$ cat src/include/imrm_defines.svh
// register map constants for the input module register bank
// assumes a word-addressed register port, 16-bit data, one clock
// Behaviour
// RULE1 - bit 5 flags input beyond hardware limits
// RULE2 - bit 4 flags amplitude below start scale
// RULE3 - bit 3 flags amplitude above end scale
// RULE4 - bit 2 burn-out only when enabled, out-of-range
// RULE5 - bit 1 flags junction fault on thermocouple
// RULE6 - bit 0 flags parameter memory data loss
// RULE7 - rejection field: 50Hz, 60Hz, none; reset 00
// RULE8 - burn-out enabled fault forces fault output value
// RULE9 - filter byte: 0 off, 1..19 strength
// RULE10 - input type code 0..23, default zero
// RULE11 - address high byte 1..255, default 1
// RULE12 - switches all off: address from memory
// RULE13 - read-only words ignore writes; unused bits zero
`ifndef IMRM_DEFINES_SVH
`define IMRM_DEFINES_SVH

// ************************************************
// register offsets
// ************************************************
`define IMRM_OFF_IDENT    16'h9C41
`define IMRM_OFF_FW       16'h9C42
`define IMRM_OFF_INTYPE   16'h9C43
`define IMRM_OFF_FILTER   16'h9C45
`define IMRM_OFF_REJECT   16'h9C46
`define IMRM_OFF_ADDR     16'h9C61
`define IMRM_OFF_ERR      16'h9C85

// ************************************************
// fields and reset values
// ************************************************
`define IMRM_ERR_OVER     5
`define IMRM_ERR_BELOW    4
`define IMRM_ERR_ABOVE    3
`define IMRM_ERR_BURN     2
`define IMRM_ERR_CJ       1
`define IMRM_ERR_MEM      0
`define IMRM_FILTER_MAX   8'h13
`define IMRM_INTYPE_MAX   16'h0017
`define IMRM_TC_FIRST     16'h0003
`define IMRM_TC_LAST      16'h000A
`define IMRM_REJ_50HZ     2'h0
`define IMRM_REJ_60HZ     2'h1
`define IMRM_REJ_NONE     2'h2
`define IMRM_ADDR_RESET   8'h01
`define IMRM_ADDR_MIN     8'h01
`define IMRM_ADDR_MAX     8'hFF
`define IMRM_PARITY_RESET 8'h00
`define IMRM_INTYPE_RESET 16'h0000
`define IMRM_FILTER_RESET 8'h00
`define IMRM_CJ_RESET     1'h0
`define IMRM_BURN_RESET   1'h0
// identity and firmware words below are arbitrary values
`define IMRM_TYPE_CODE    8'h5A
`define IMRM_MOD_VERSION  8'h01
`define IMRM_FW_CODE      16'h0100

`endif

$ cat src/include/imrm_pkg.sv
// types shared by the input module register bank
// assumes nothing beyond the defines header
package imrm_pkg;
   typedef enum logic [1:0] {
      IMRM_REJ_50 = 2'h0,
      IMRM_REJ_60 = 2'h1,
      IMRM_REJ_OFF = 2'h2
   } imrm_reject_t;
   typedef logic [15:0] imrm_word_t;
endpackage : imrm_pkg

$ cat src/rtl/imrm_err_flags.sv
// error word generation from acquisition status levels
// assumes status inputs synchronous to ref_clk_i
`timescale 1ns/100ps
`default_nettype none
`include "imrm_defines.svh"
module imrm_err_flags (
   // clock and reset
   input  wire logic             ref_clk_i,
   input  wire logic             rst_n_i,
   // acquisition status
   input  wire logic             over_hw_i,
   input  wire logic             below_ss_i,
   input  wire logic             above_es_i,
   input  wire logic             cj_fail_i,
   input  wire logic             mem_loss_i,
   // configuration
   input  wire logic             burn_en_i,
   input  wire logic             tc_sel_i,
   // result
   output imrm_pkg::imrm_word_t  err_o
);
   import imrm_pkg::*;
   wire logic out_range = below_ss_i | above_es_i;
   imrm_word_t next_err;
   always_comb begin
      next_err = 16'h0000;                               // RULE13
      next_err[`IMRM_ERR_OVER]  = over_hw_i;             // RULE1
      next_err[`IMRM_ERR_BELOW] = below_ss_i;            // RULE2
      next_err[`IMRM_ERR_ABOVE] = above_es_i;            // RULE3
      next_err[`IMRM_ERR_BURN]  = burn_en_i & out_range; // RULE4
      next_err[`IMRM_ERR_CJ]    = tc_sel_i & cj_fail_i;  // RULE5
      next_err[`IMRM_ERR_MEM]   = mem_loss_i;            // RULE6
   end
   always_ff @(posedge ref_clk_i or negedge rst_n_i) begin
      if (!rst_n_i) begin
         err_o <= 16'h0000;
      end else begin
         err_o <= next_err;
      end
   end
endmodule : imrm_err_flags
`default_nettype wire

$ cat src/rtl/imrm_regs.sv
// register bank of the process-input module
// assumes a decoded word port from the serial protocol engine
`timescale 1ns/100ps
`default_nettype none
`include "imrm_defines.svh"
module imrm_regs (
   // clock and reset
   input  wire logic              ref_clk_i,
   input  wire logic              rst_n_i,
   // register port
   input  wire logic              reg_wr_i,
   input  wire logic              reg_rd_i,
   input  wire logic [15:0]       reg_addr_i,
   input  wire imrm_pkg::imrm_word_t reg_wdata_i,
   output imrm_pkg::imrm_word_t   reg_rdata_o,
   output logic                   reg_ack_o,
   output logic                   reg_err_o,
   // address switches and stored parameters
   input  wire logic [5:0]        addr_sw_i,
   input  wire logic [7:0]        mem_addr_i,
   input  wire logic              mem_load_i,
   // acquisition status
   input  wire logic              over_hw_i,
   input  wire logic              below_ss_i,
   input  wire logic              above_es_i,
   input  wire logic              cj_fail_i,
   input  wire logic              mem_loss_i,
   // fault input and configuration out
   input  wire logic              fault_i,
   output logic [7:0]             node_addr_o,
   output logic                   addr_from_mem_o,
   output logic [15:0]            input_type_o,
   output logic [7:0]             filter_o,
   output logic                   cj_comp_o,
   output imrm_pkg::imrm_reject_t reject_o,
   output logic                   force_fault_o
);
   import imrm_pkg::*;

   // ************************************************
   // storage
   // ************************************************
   imrm_word_t in_type;
   logic [7:0] filt;
   logic       cj_en;
   logic [1:0] rej;
   logic       burn_en;
   logic [7:0] mem_addr;
   logic [7:0] parity;
   imrm_word_t err_word;

   // ************************************************
   // helpers
   // ************************************************
   // one compare per word keeps the decode table flat
   function automatic logic imrm_hit(input logic [15:0] addr,
                                     input logic [15:0] off);
      imrm_hit = (addr == off);
   endfunction : imrm_hit

   // inclusive span test, shared by value checks and type decode
   function automatic logic imrm_in_span(input logic [15:0] val,
                                         input logic [15:0] lo,
                                         input logic [15:0] hi);
      imrm_in_span = (val >= lo) && (val <= hi);
   endfunction : imrm_in_span

   // ************************************************
   // decode
   // ************************************************
   wire logic hit_id  = imrm_hit(reg_addr_i, `IMRM_OFF_IDENT);
   wire logic hit_fw  = imrm_hit(reg_addr_i, `IMRM_OFF_FW);
   wire logic hit_ty  = imrm_hit(reg_addr_i, `IMRM_OFF_INTYPE);
   wire logic hit_fi  = imrm_hit(reg_addr_i, `IMRM_OFF_FILTER);
   wire logic hit_rj  = imrm_hit(reg_addr_i, `IMRM_OFF_REJECT);
   wire logic hit_ad  = imrm_hit(reg_addr_i, `IMRM_OFF_ADDR);
   wire logic hit_er  = imrm_hit(reg_addr_i, `IMRM_OFF_ERR);
   wire logic hit_any = hit_id | hit_fw | hit_ty | hit_fi
                        | hit_rj | hit_ad | hit_er;
   // out-of-range values refused so the field never holds an illegal code
   wire logic ty_ok = imrm_in_span(reg_wdata_i, 16'h0000,
                                   `IMRM_INTYPE_MAX);
   wire logic fi_ok = imrm_in_span({8'h00, reg_wdata_i[7:0]}, 16'h0000,
                                   {8'h00, `IMRM_FILTER_MAX});
   wire logic rj_ok = reg_wdata_i[9:8] <= `IMRM_REJ_NONE;
   wire logic ad_ok = imrm_in_span({8'h00, reg_wdata_i[15:8]},
                                   {8'h00, `IMRM_ADDR_MIN},
                                   {8'h00, `IMRM_ADDR_MAX});
   wire logic wr_ty = reg_wr_i & hit_ty & ty_ok;
   wire logic wr_fi = reg_wr_i & hit_fi & fi_ok;
   wire logic wr_rj = reg_wr_i & hit_rj & rj_ok;
   wire logic wr_ad = reg_wr_i & hit_ad & ad_ok;
   // read-only words answer a write with an error only
   wire logic wr_bad = reg_wr_i & (~hit_any | hit_id | hit_fw | hit_er
                       | (hit_ty & ~ty_ok) | (hit_fi & ~fi_ok)
                       | (hit_rj & ~rj_ok) | (hit_ad & ~ad_ok)); // RULE13
   wire logic rd_bad = reg_rd_i & ~hit_any;
   wire logic sw_off = addr_sw_i == 6'h00;
   wire logic tc_sel = imrm_in_span(in_type, `IMRM_TC_FIRST,
                                    `IMRM_TC_LAST);

   // read words; unused bits tied low
   wire imrm_word_t id_word   = {`IMRM_TYPE_CODE, `IMRM_MOD_VERSION};
   wire imrm_word_t filt_word = {7'h00, cj_en, filt};              // RULE13
   wire imrm_word_t rej_word  = {6'h00, rej, 7'h00, burn_en};      // RULE13
   wire imrm_word_t addr_word = {mem_addr, parity};

   wire imrm_word_t rd_mux =
      hit_id ? id_word :
      hit_fw ? `IMRM_FW_CODE :
      hit_ty ? in_type :
      hit_fi ? filt_word :
      hit_rj ? rej_word :
      hit_ad ? addr_word :
      hit_er ? err_word : 16'h0000;

   wire logic [7:0] next_node = sw_off ? mem_addr           // RULE12
                                       : {2'h0, addr_sw_i};
   // registered answer, one cycle behind the strobe
   wire imrm_word_t next_rdata = reg_rd_i ? rd_mux : 16'h0000;
   wire logic       next_ack   = reg_rd_i | reg_wr_i;
   wire logic       next_err   = rd_bad | wr_bad;
   wire logic       next_force = burn_en & fault_i;                // RULE8

   // ************************************************
   // error word
   // ************************************************
   imrm_err_flags i_imrm_err_flags (
      .ref_clk_i  (ref_clk_i),
      .rst_n_i    (rst_n_i),
      .over_hw_i  (over_hw_i),
      .below_ss_i (below_ss_i),
      .above_es_i (above_es_i),
      .cj_fail_i  (cj_fail_i),
      .mem_loss_i (mem_loss_i),
      .burn_en_i  (burn_en),
      .tc_sel_i   (tc_sel),
      .err_o      (err_word)
   );

   // ************************************************
   // writable fields
   // ************************************************
   always_ff @(posedge ref_clk_i or negedge rst_n_i) begin
      if (!rst_n_i) begin
         in_type <= `IMRM_INTYPE_RESET;
      end else if (wr_ty) begin
         in_type <= reg_wdata_i;                            // RULE10
      end
   end

   always_ff @(posedge ref_clk_i or negedge rst_n_i) begin
      if (!rst_n_i) begin
         filt  <= `IMRM_FILTER_RESET;
         cj_en <= `IMRM_CJ_RESET;
      end else if (wr_fi) begin
         filt  <= reg_wdata_i[7:0];                         // RULE9
         cj_en <= reg_wdata_i[8];
      end
   end

   // a refused rejection code leaves the burn-out enable alone as well
   always_ff @(posedge ref_clk_i or negedge rst_n_i) begin
      if (!rst_n_i) begin
         rej     <= `IMRM_REJ_50HZ;
         burn_en <= `IMRM_BURN_RESET;
      end else if (wr_rj) begin
         rej     <= reg_wdata_i[9:8];                       // RULE7
         burn_en <= reg_wdata_i[0];                         // RULE8
      end
   end

   // stored address: a memory load of a nonzero address wins over a bus write in the same cycle
   always_ff @(posedge ref_clk_i or negedge rst_n_i) begin
      if (!rst_n_i) begin
         mem_addr <= `IMRM_ADDR_RESET;
         parity   <= `IMRM_PARITY_RESET;
      end else if (mem_load_i && mem_addr_i != 8'h00) begin
         mem_addr <= mem_addr_i;                            // RULE11
      end else if (wr_ad) begin
         mem_addr <= reg_wdata_i[15:8];                     // RULE11
         parity   <= reg_wdata_i[7:0];
      end
   end

   // ************************************************
   // registered outputs
   // ************************************************
   always_ff @(posedge ref_clk_i or negedge rst_n_i) begin
      if (!rst_n_i) begin
         reg_rdata_o <= 16'h0000;
         reg_ack_o   <= 1'b0;
         reg_err_o   <= 1'b0;
      end else begin
         reg_rdata_o <= next_rdata;
         reg_ack_o   <= next_ack;
         reg_err_o   <= next_err;                           // RULE13
      end
   end

   // switches take effect one cycle after they settle
   always_ff @(posedge ref_clk_i or negedge rst_n_i) begin
      if (!rst_n_i) begin
         node_addr_o     <= `IMRM_ADDR_RESET;
         addr_from_mem_o <= 1'b1;
      end else begin
         node_addr_o     <= next_node;                      // RULE12
         addr_from_mem_o <= sw_off;
      end
   end

   always_ff @(posedge ref_clk_i or negedge rst_n_i) begin
      if (!rst_n_i) begin
         input_type_o  <= `IMRM_INTYPE_RESET;
         filter_o      <= `IMRM_FILTER_RESET;
         cj_comp_o     <= `IMRM_CJ_RESET;
         reject_o      <= IMRM_REJ_50;
         force_fault_o <= 1'b0;
      end else begin
         input_type_o  <= in_type;
         filter_o      <= filt;
         cj_comp_o     <= cj_en;
         reject_o      <= imrm_reject_t'(rej);              // RULE7
         force_fault_o <= next_force;                       // RULE8
      end
   end
endmodule : imrm_regs
`default_nettype wire

$ cat config.mk
export PLATFORM = sky130hd
export DESIGN_NAME = imrm_regs
export DESIGN_NICKNAME = d
export VERILOG_FILES = /design/src/include/imrm_pkg.sv /design/src/rtl/imrm_err_flags.sv /design/src/rtl/imrm_regs.sv
export VERILOG_INCLUDE_DIRS = /design/src /design/src/include
export SDC_FILE = /design/constraint.sdc
export NUM_CORES = 1
export LEC_CHECK = 0
export BUFFER_PORTS_ARGS = -buffer_cell sky130_fd_sc_hd__buf_4
export CORE_MARGIN = 4
export CORE_UTILIZATION = 40
export DETAILED_ROUTE_END_ITERATION = 8
export GPL_TIMING_DRIVEN = 0
export SLEW_MARGIN = 20
export SYNTH_ARGS = -nofsm -noshare
export SYNTH_HDL_FRONTEND = slang
export SYNTH_SLANG_ARGS = --single-unit
export TNS_END_PERCENT = 100
$ cat constraint.sdc
create_clock -name ref_clk_i -period 2.95 [get_ports ref_clk_i]
set_input_delay 0.1475 -clock ref_clk_i [delete_from_list [all_inputs] [get_ports ref_clk_i]]
set_output_delay 0.1475 -clock ref_clk_i [all_outputs]
set_load 0.02 [all_outputs]
Word-level counts from Yosys, hierarchy flattened
Index checks and enable logic that the tools add are counted. W data, S select, Z words.

Bitwise logic cells: 39. Muxes and demuxes: 11. Eq/ne operators: 7. Order comparisons: 7. Reduce and logical (&&, ||, !) cells: 7.

Operators with widths (count): $eq A16 B16 Y1 const B (7); $mux W16 (7); $mux W8 (3); $and A1 B1 Y1 (17); $ge A16 B1 Y1 const B (1); $ge A16 B2 Y1 const B (1); $le A16 B4 Y1 const B (1); $le A16 B5 Y1 const B (1); $or A1 B1 Y1 (16); $ge A8 B1 Y1 const B (1); $le A8 B5 Y1 const B (1); $reduce_bool A8 Y1 (1); $logic_not A6 Y1 (1); $mux W6 (1); $not A1 Y1 (6); $logic_and A1 B1 Y1 (3); $le A2 B2 Y1 const B (1); $reduce_and A2 Y1 (1); $reduce_bool A2 Y1 (1).

Word-level logic and storage cells: 89. Flip-flop bits (word level): 105. Output and inout bits: 55. Input port bits: 57.

Longest topological paths before layout
Gate-level depths: netlist of run 1.

Depth after elaboration: 17. Depth in mapped cells: 8.

Hierarchy
A second synthesis of run 1 with hierarchy kept.

Cells, all modules: 347. Area total of the unflattened synthesis: 4379.2 um^2.

By module, submodules not included: imrm_regs (instances 1, seq. area each 2481.1 um^2, cells an instance 328, area an instance 4136.5 um^2); imrm_err_flags (instances 1, seq. area each 150.1 um^2, cells an instance 19, area an instance 242.7 um^2).

Worst setup path after synthesis of run 1
No wires, ideal clock.

Kind: input-to-reg. Start: input port reg_addr_i[13]. End: register in_type[0]. Stages on the path: 7. Required time: 2.825 ns. Library setup time: 0.125 ns. Arrival time: 2.045 ns. Slack: 0.780 ns. Cells stage by stage: or4b_1 > buf_2 > nor4_4 > inv_2 > or3_1 > buf_4 > mux2_4.

Word-level cells in the longest chain between the ends: 3.

Ends and longest elaborated chain: start, declared (line imrm_regs.sv:13) `input wire logic [15:0] reg_addr_i,`; $eq A16 B16 Y1 (line imrm_regs.sv:58) `imrm_hit = (addr == off);`; $and A1 B1 Y1 (2 in series) (line imrm_regs.sv:89) `wire logic wr_ty = reg_wr_i & hit_ty & ty_ok;`; end signal, assigned (line imrm_regs.sv:146) `` in_type <= `IMRM_INTYPE_RESET; ``; end signal, assigned (line imrm_regs.sv:148) `in_type <= reg_wdata_i;`; end, declared (line imrm_regs.sv:43) `imrm_word_t in_type;`.

Every way passes these cells. A chain may end at the register's enable or synchronous reset.

Final worst setup path of run 1
Start: input port reg_addr_i[8]. End: register reg_rdata_o[3].

Word-level cells in the longest chain between the ends: 9. Elaborated cells on any way between the ends: 15.

Ends and longest elaborated chain: $eq A16 B16 Y1 (line imrm_regs.sv:58); $mux W6 (line imrm_regs.sv:115) `hit_er ? err_word : 16'h0000;`; $mux W16 (line imrm_regs.sv:114) `hit_ad ? addr_word :`; $mux W16 (line imrm_regs.sv:113) `hit_rj ? rej_word :`; $mux W16 (line imrm_regs.sv:112) `hit_fi ? filt_word :`; $mux W16 (line imrm_regs.sv:111) `hit_ty ? in_type :`; $mux W16 (line imrm_regs.sv:110) `` hit_fw ? `IMRM_FW_CODE : ``; $mux W16 * (line imrm_regs.sv:109) `hit_id ? id_word :`; $mux W16 * (line imrm_regs.sv:120) `wire imrm_word_t next_rdata = reg_rd_i ? rd_mux : 16'h0000;`; via next_rdata[3] (line imrm_regs.sv:120); end signal, assigned (line imrm_regs.sv:195) `reg_rdata_o <= next_rdata;`; end, declared (line imrm_regs.sv:15) `output imrm_pkg::imrm_word_t reg_rdata_o,`.

Mark *: on every way through the listed nets, which the timed path passes. The rest lies on a longest branch.

==> metrics, run 1 <==
Yosys top cell area share=63.3%; cell-internal power=1.95 mW; Post-CTS Setup Inserts=0; WL final=9.74 mm; largest family of logic cells by synthesized area=simple AND/OR/NAND/NOR gates; Clk network pwr share=34.9%; worst hold endpoint=mem_addr[6]; sequential power share=58.1%; Fin Setup TNS=0 ps; core area=0.00977 mm²; vias in the first global route=2972; Mapped Area=0.00403 mm²; DIE WIDTH=108 µm; R2R cell count=4; H-tree Lvls=3; Antenna diodes=0; r2r startpoint=in_type[11]; Crit path buffers/inverters=4; PwrDens=474 mW/mm²; Tot GR Track Use=17.0%; worst skew pair latency=350 ps; RSZ-0062 raised after global routing=no; count of final hold-check violations=0; Setup crit start kind=primary input; CTS Sinks=105; Crit. End Element=flop; Rel. slew slack=38.6%; synth unique cells=51; clock skew=10.9 ps; leading post-synthesis cells by cell area=dfrtp_1 63%, mux2_2 4.2%, and2_1 2.8%; sequential area share after synthesis=65.3%; Starting Density=41.2%; detail-routed net length per standard cell=17.2 µm; Critical Path RT=3220 ps; Die Area=0.0117 mm²; # Max-Cap Violations=0; P_sw=0.587 mW; FILL cells=855; post-synthesis compound-gate area fraction=10.8%; final RePlAce weighted congestion=0.776; worst slew pin tran=917 ps; # setup viols final=0; syn nets=354; GRT overflow=0; EDFF count, synth=0; via count=2906; WS Path Type=in2reg; Synth Area in Simple Gates=15.9%; Seq cells post-synth=105; clock buffer count from CTS=9; Worst Hold Class=in2reg; IO Count=112; global-route wire length before repair=15.1 mm; row count=36; clk root buf=clkbuf_8; Max clock buf depth=2; Synth Area in Adders=0%; mux cell area share after synthesis=6.05%; flop2flop setup slack=1510 ps; Top cell by count, worst path=clkbuf_1; XOR/XNOR Fraction of Synth Area=0.217%; Syn. warnings=0; DP Wirelength=7.13 mm; chip height=108 µm; Fmax=419 MHz; Critical Path, Cell by Cell=buf_4 -> nand4bb_1 -> clkbuf_1 -> nor4_1 -> and2_0 -> clkbuf_1 -> clkbuf_1 -> a222oi_1 -> a21oi_1; largest area contributor in the netlist=dfrtp_1; crit-path max cell delay=580 ps; initial antenna violation count=0; Slew Limit Fails=0; placed cell count=540; critical path's slowest cell=nor4_1; drt via density=5.12; nets@finish=487; DRT antenna net count=0; Mapped Cells=297; DRC violations left=0; worst r2r dst=i_imrm_err_flags.err_o[1]; CTS tree=done; power share of the combinational group=7.1%; Sw Share=23.1%; Leak Pwr=2.67 nW; Async S/R FF share, synth=100%; Port Buffer Count=110; largest net degree at the start of global routing=106; VDD IR-drop max=290 µV; Hold Crit Start=mem_addr_i[6]; critical path peak fanout=10; hold path cells=2; syn avg cell area=13.6 µm²; status=finished, final reports clean; DRT Pass-1 Iters=5; Syn-to-layout area delta=32.9%; Cell Count, Final, Fillers Out=568; ys flop type=dfrtp_1; CP arrival=2650 ps; CP Launch Point=reg_addr_i[8]; CP delay by family, top=buffers and inverters; min Tclk post-route=2380 ps; clock slew at reported path FFs=100 ps; Starting DRT DRC Count=161; period utilization=80.8%; layout cells sized above 1=37.0%
## logic make-up after synthesis
kind of cell	count (synthesis)
xor+xnor	1
simple gates	102
mux	20
buf+inv	15
compound gates	54
flops	105
## power groups by stage
| stage | combinational (mW) | clock [mW] | sequential, mW |
|---|---|---|---|
| final | 0.180 | 0.885 | 1.47 |
| after global routing | 0.198 | 0.973 | 1.48 |
| after CTS | 0.182 | 0.913 | 1.47 |
| after detailed placement | 0.169 | 0 | 1.50 |
| after global placement | 0.168 | 0 | 1.50 |
| after floorplan | 0.0403 | 0 | 1.50 |
## worst reg2reg max path, stage by stage, from the launching register on
cell and delay, ps:
dfrtp_1 410, or4_1 530, nor3_1 150, nand4_1 150, nor2_1 140
## flip-flops by register name, indices dropped and copies added (netlist names), 6 cells and up
signal	cells
input_type_o	16
in_type	16
node_addr_o	8
reg_rdata_o	16
filter_o	8
mem_addr	8
filt	8
i_imrm_err_flags.err_o	6
parity	8
## Yosys cell counts (all sizes together) (4+ instances only)
cell       n
and2      19
mux2      20
a21boi     4
nor3       5
clkbuf     8
buf        4
nand2     12
nor4      11
nand4bb    4
nor2b      9
a221oi     4
nor2      13
dfrtp    102
a21oi      7
a21o       7
and3       9
a222oi     8
a221o      8
## layout make-up
cell class                 count  area (µm²)  share of cell area (%)
clock inverter                 6        73.8                    1.38
multi-input combinational    177        1340                    25.0
timing repair buffer         122         950                    17.7
tap                          133         166                    3.11
clock buffer                  10         128                    2.38
inverter                       3        11.3                   0.210
sequential                   105        2630                    49.1
buffer                        12        58.8                    1.10
## repair_timing
item | 4_1_cts | 5_1_grt
hold buffers | 12 | 0
endpoints found under the hold margin | 113 | 0
gates resized for setup | 0 | 0
## through the flow
step	worst slack [ps]	utilization [%]	total power [mW]	cell area (µm²)	hold WS (ps)
CTS	549	54.7	2.57	5350	11.6
global placement	260	51.4	1.67	5020	258
floorplan	780	-	1.54	4030	-148
global route	353	54.8	2.65	5360	7.53
detailed placement	172	51.4	1.67	5030	260
finish	566	54.8	2.54	5360	29.1
## layer usage
| layer | track usage [%] | wire length (µm) |
|---|---|---|
| met5 | 0 | 0 |
| met3 | 3.94 | 550 |
| met1 | 22.5 | 4330 |
| met4 | 5.14 | 166 |
| met2 | 28.0 | 4700 |
## how the worst max path moves through the flow
stage,end,cells past startpoint
floorplan,in_type[0],7
global placement,reg_rdata_o[3],9
detailed placement,reg_rdata_o[3],9
CTS,reg_rdata_o[3],9
global route,reg_rdata_o[3],9
finish,reg_rdata_o[3],9
## placed cells by master, fill, tap and decap left out, types with 3 or more instances in the layout
cell             n
buf_4          110
dfrtp_1        102
and2_1          18
mux2_2          15
nor2_1          13
nand2_1         12
dlygate4sd3_1   12
nor2b_1          9
and3_1           9
clkbuf_1         9
nor4_1           9
clkbuf_8         9
a222oi_1         8
a221o_1          8
a21o_1           7
a21oi_1          7
mux2_4           5
nand4bb_1        4
a221oi_1         4
nor3_1           4
a21boi_0         4
nand2b_1         3
a22oi_1          3
o21ai_0          3
nand4_1          3
dfstp_2          3
(Power assumes the default switching activity.)
==> inputs of run 2 (changes only) <==
==> constraint.sdc (replaced) <==
create_clock -name ref_clk_i -period 2.2 [get_ports ref_clk_i]
set_input_delay 0.11 -clock ref_clk_i [delete_from_list [all_inputs] [get_ports ref_clk_i]]
set_output_delay 0.11 -clock ref_clk_i [all_outputs]
set_load 0.02 [all_outputs]
==> metrics, run 2 (synthesized netlist as in run 1, its figures left out) <==
min Tclk post-route=2030 ps; DP Worst Slack=-540 ps (-713 ps); initial antenna violation count=0 (unchanged); # setup viols final=0 (unchanged); detail-routed net length per standard cell=17.1 µm (-0.40%); Post-Route Utilization=56.4% (+1.6 points); Pwr Total=3.42 mW (+35%); critical path peak fanout=10 (unchanged); DP Wirelength=7.13 mm (unchanged); placed cell count=540 (unchanged); row count=36 (unchanged); Starting Density=41.2% (unchanged); flop2flop setup slack=760 ps (-750 ps); clock skew=10.8 ps (-0.183 ps); final RePlAce weighted congestion=0.776 (unchanged); P_sw=0.794 mW (+35%); IO Count=112 (unchanged); VDD IR-drop max=388 µV (+34%); most common cell after layout, fill and taps aside=buf_4; RSZ-0062 raised after global routing=no; largest net degree at the start of global routing=106 (unchanged); worst skew pair latency=360 ps (about the same); clk root buf=clkbuf_8; vias in the first global route=3032 (+2.0%); Setup crit start kind=primary input; nets@finish=501 (+2.9%); PwrDens=621 mW/mm² (+31%); post-route setup slack=170 ps (-396 ps); Crit. End Element=flop; layout cells sized above 1=36.7% (-0.26 points); global-route wire length before repair=15.4 mm (+1.7%); worst slew pin tran=905 ps (-12.0 ps); Starting DRT DRC Count=188 (+17%); Port Buffer Count=110 (unchanged); Antenna diodes=0 (unchanged); clock buffer count from CTS=9 (unchanged); cell-internal power=2.63 mW (+35%); WL final=9.94 mm (+2.1%); Tot GR Track Use=17.3% (+0.31 points); Cell Count, Final, Fillers Out=582 (+2.5%); DIE WIDTH=108 µm (unchanged); GRT overflow=0 (unchanged); # Max-Cap Violations=0 (unchanged); chip height=108 µm (unchanged); Syn-to-layout area delta=36.8%; core area=0.00977 mm² (unchanged); DRT Pass-1 Iters=6 (+1); period utilization=92.3%; Clk network pwr share=34.7% (-0.2 points); DRT antenna net count=0 (unchanged); Hold Slack=19.7 ps (-9.36 ps); Max clock buf depth=2 (unchanged); most frequent cells in the layout=112 x buf_4, 102 x dfrtp_1, 24 x dlygate4sd3_1, 18 x and2_1, 15 x mux2_2; sequential power share=57.7% (-0.4 points); CTS Sinks=105 (unchanged); Leak Pwr=2.74 nW (+2.9%); Slew Limit Fails=0 (unchanged); status=finished, final reports clean; CTS tree=done; Critical Path RT=2440 ps (-780 ps); clock slew at reported path FFs=100 ps (about the same); count of final hold-check violations=0 (unchanged); Worst Hold Class=in2reg; drt via density=5.11 (-0.16%); H-tree Lvls=3 (unchanged); biggest registers after layout=in_type x16, input_type_o x16, reg_rdata_o x16; via count=2973 (+2.3%); Sw Share=23.2% (+0.082 points); CP arrival=2270 ps (-380 ps); Rel. slew slack=39.7% (+1.1 points); DRC violations left=0 (unchanged); Die Area=0.0117 mm² (unchanged); power share of the combinational group=7.6% (+0.5 points); Fmax=493 MHz; WS Path Type=in2reg
## run 2: cell count changes in the layout (fill, tap and decap cells not counted), sizes merged
| cell | previous run | this run |
|---|---|---|
| dlygate4sd3 | 12 | 24 |
| buf | 114 | 116 |
## run 2: layer usage
layer,track usage (%),vias up,part of all wire [%]
li1,-,1405,-
met5,0,-,0
met3,3.82,16,5.6
met1,22.7,1449,43
met2,28.8,103,49
met4,5.50,0,2.0
## run 2: stage by stage
| stage | instance area [µm²] | setup TNS [ps] |
|---|---|---|
| after floorplan | 4030 | 0 |
| after global placement | 5020 | -13870 |
| after global routing | 5520 | 0 |
| final | 5520 | 0 |
| after CTS | 5480 | 0 |
| after detailed placement | 5030 | -16330 |
## run 2: power by group through the flow
stage,sequential [mW],combinational (mW),clock (mW)
after floorplan,2.02,0.0541,0
after global placement,2.01,0.225,0
after detailed placement,2.01,0.227,0
after CTS,1.98,0.262,1.22
after global routing,1.98,0.286,1.30
final,1.98,0.260,1.19
## run 2: repair_timing
item | in CTS | in global routing
gates cloned | 0 | 0
endpoints found under the hold margin | 129 | 0
buffers inserted | 0 | 2
endpoints found under the setup margin | 17 | 29
pin swaps | 0 | 1
hold buffers | 24 | 0
resized for setup | 2 | 2
## run 2: final timing paths
kind / end / start / cells past startpoint
max in group asynchronous: filt[0] / rst_n_i / 2
min: filt[2] / reg_wdata_i[2] / 2
min reg2reg: reject_o[1] / rej[1] / 0
min in group asynchronous: node_addr_o[6] / rst_n_i / 2
max: parity[0] / reg_addr_i[8] / 9
max reg2reg: i_imrm_err_flags.err_o[1] / in_type[11] / 4
## run 2: cell type report
class                           count  area, µm²
Fill cell                         844       4260
Sequential cell                   105       2630
Multi-Input combinational cell    177       1360
Timing Repair Buffer              136       1080
Tap cell                          133        166
Clock buffer                       10        128
Clock inverter                      6       73.8
Buffer                             12       60.1
Inverter                            3       11.3
## run 2: worst max-delay path: stages
cell and delay, ps:
buf_4 110, nand4bb_1 170, clkbuf_1 260, nor4_4 360, and4b_1 240, clkbuf_1 260, and2_1 170, buf_2 230
mux2_2 360
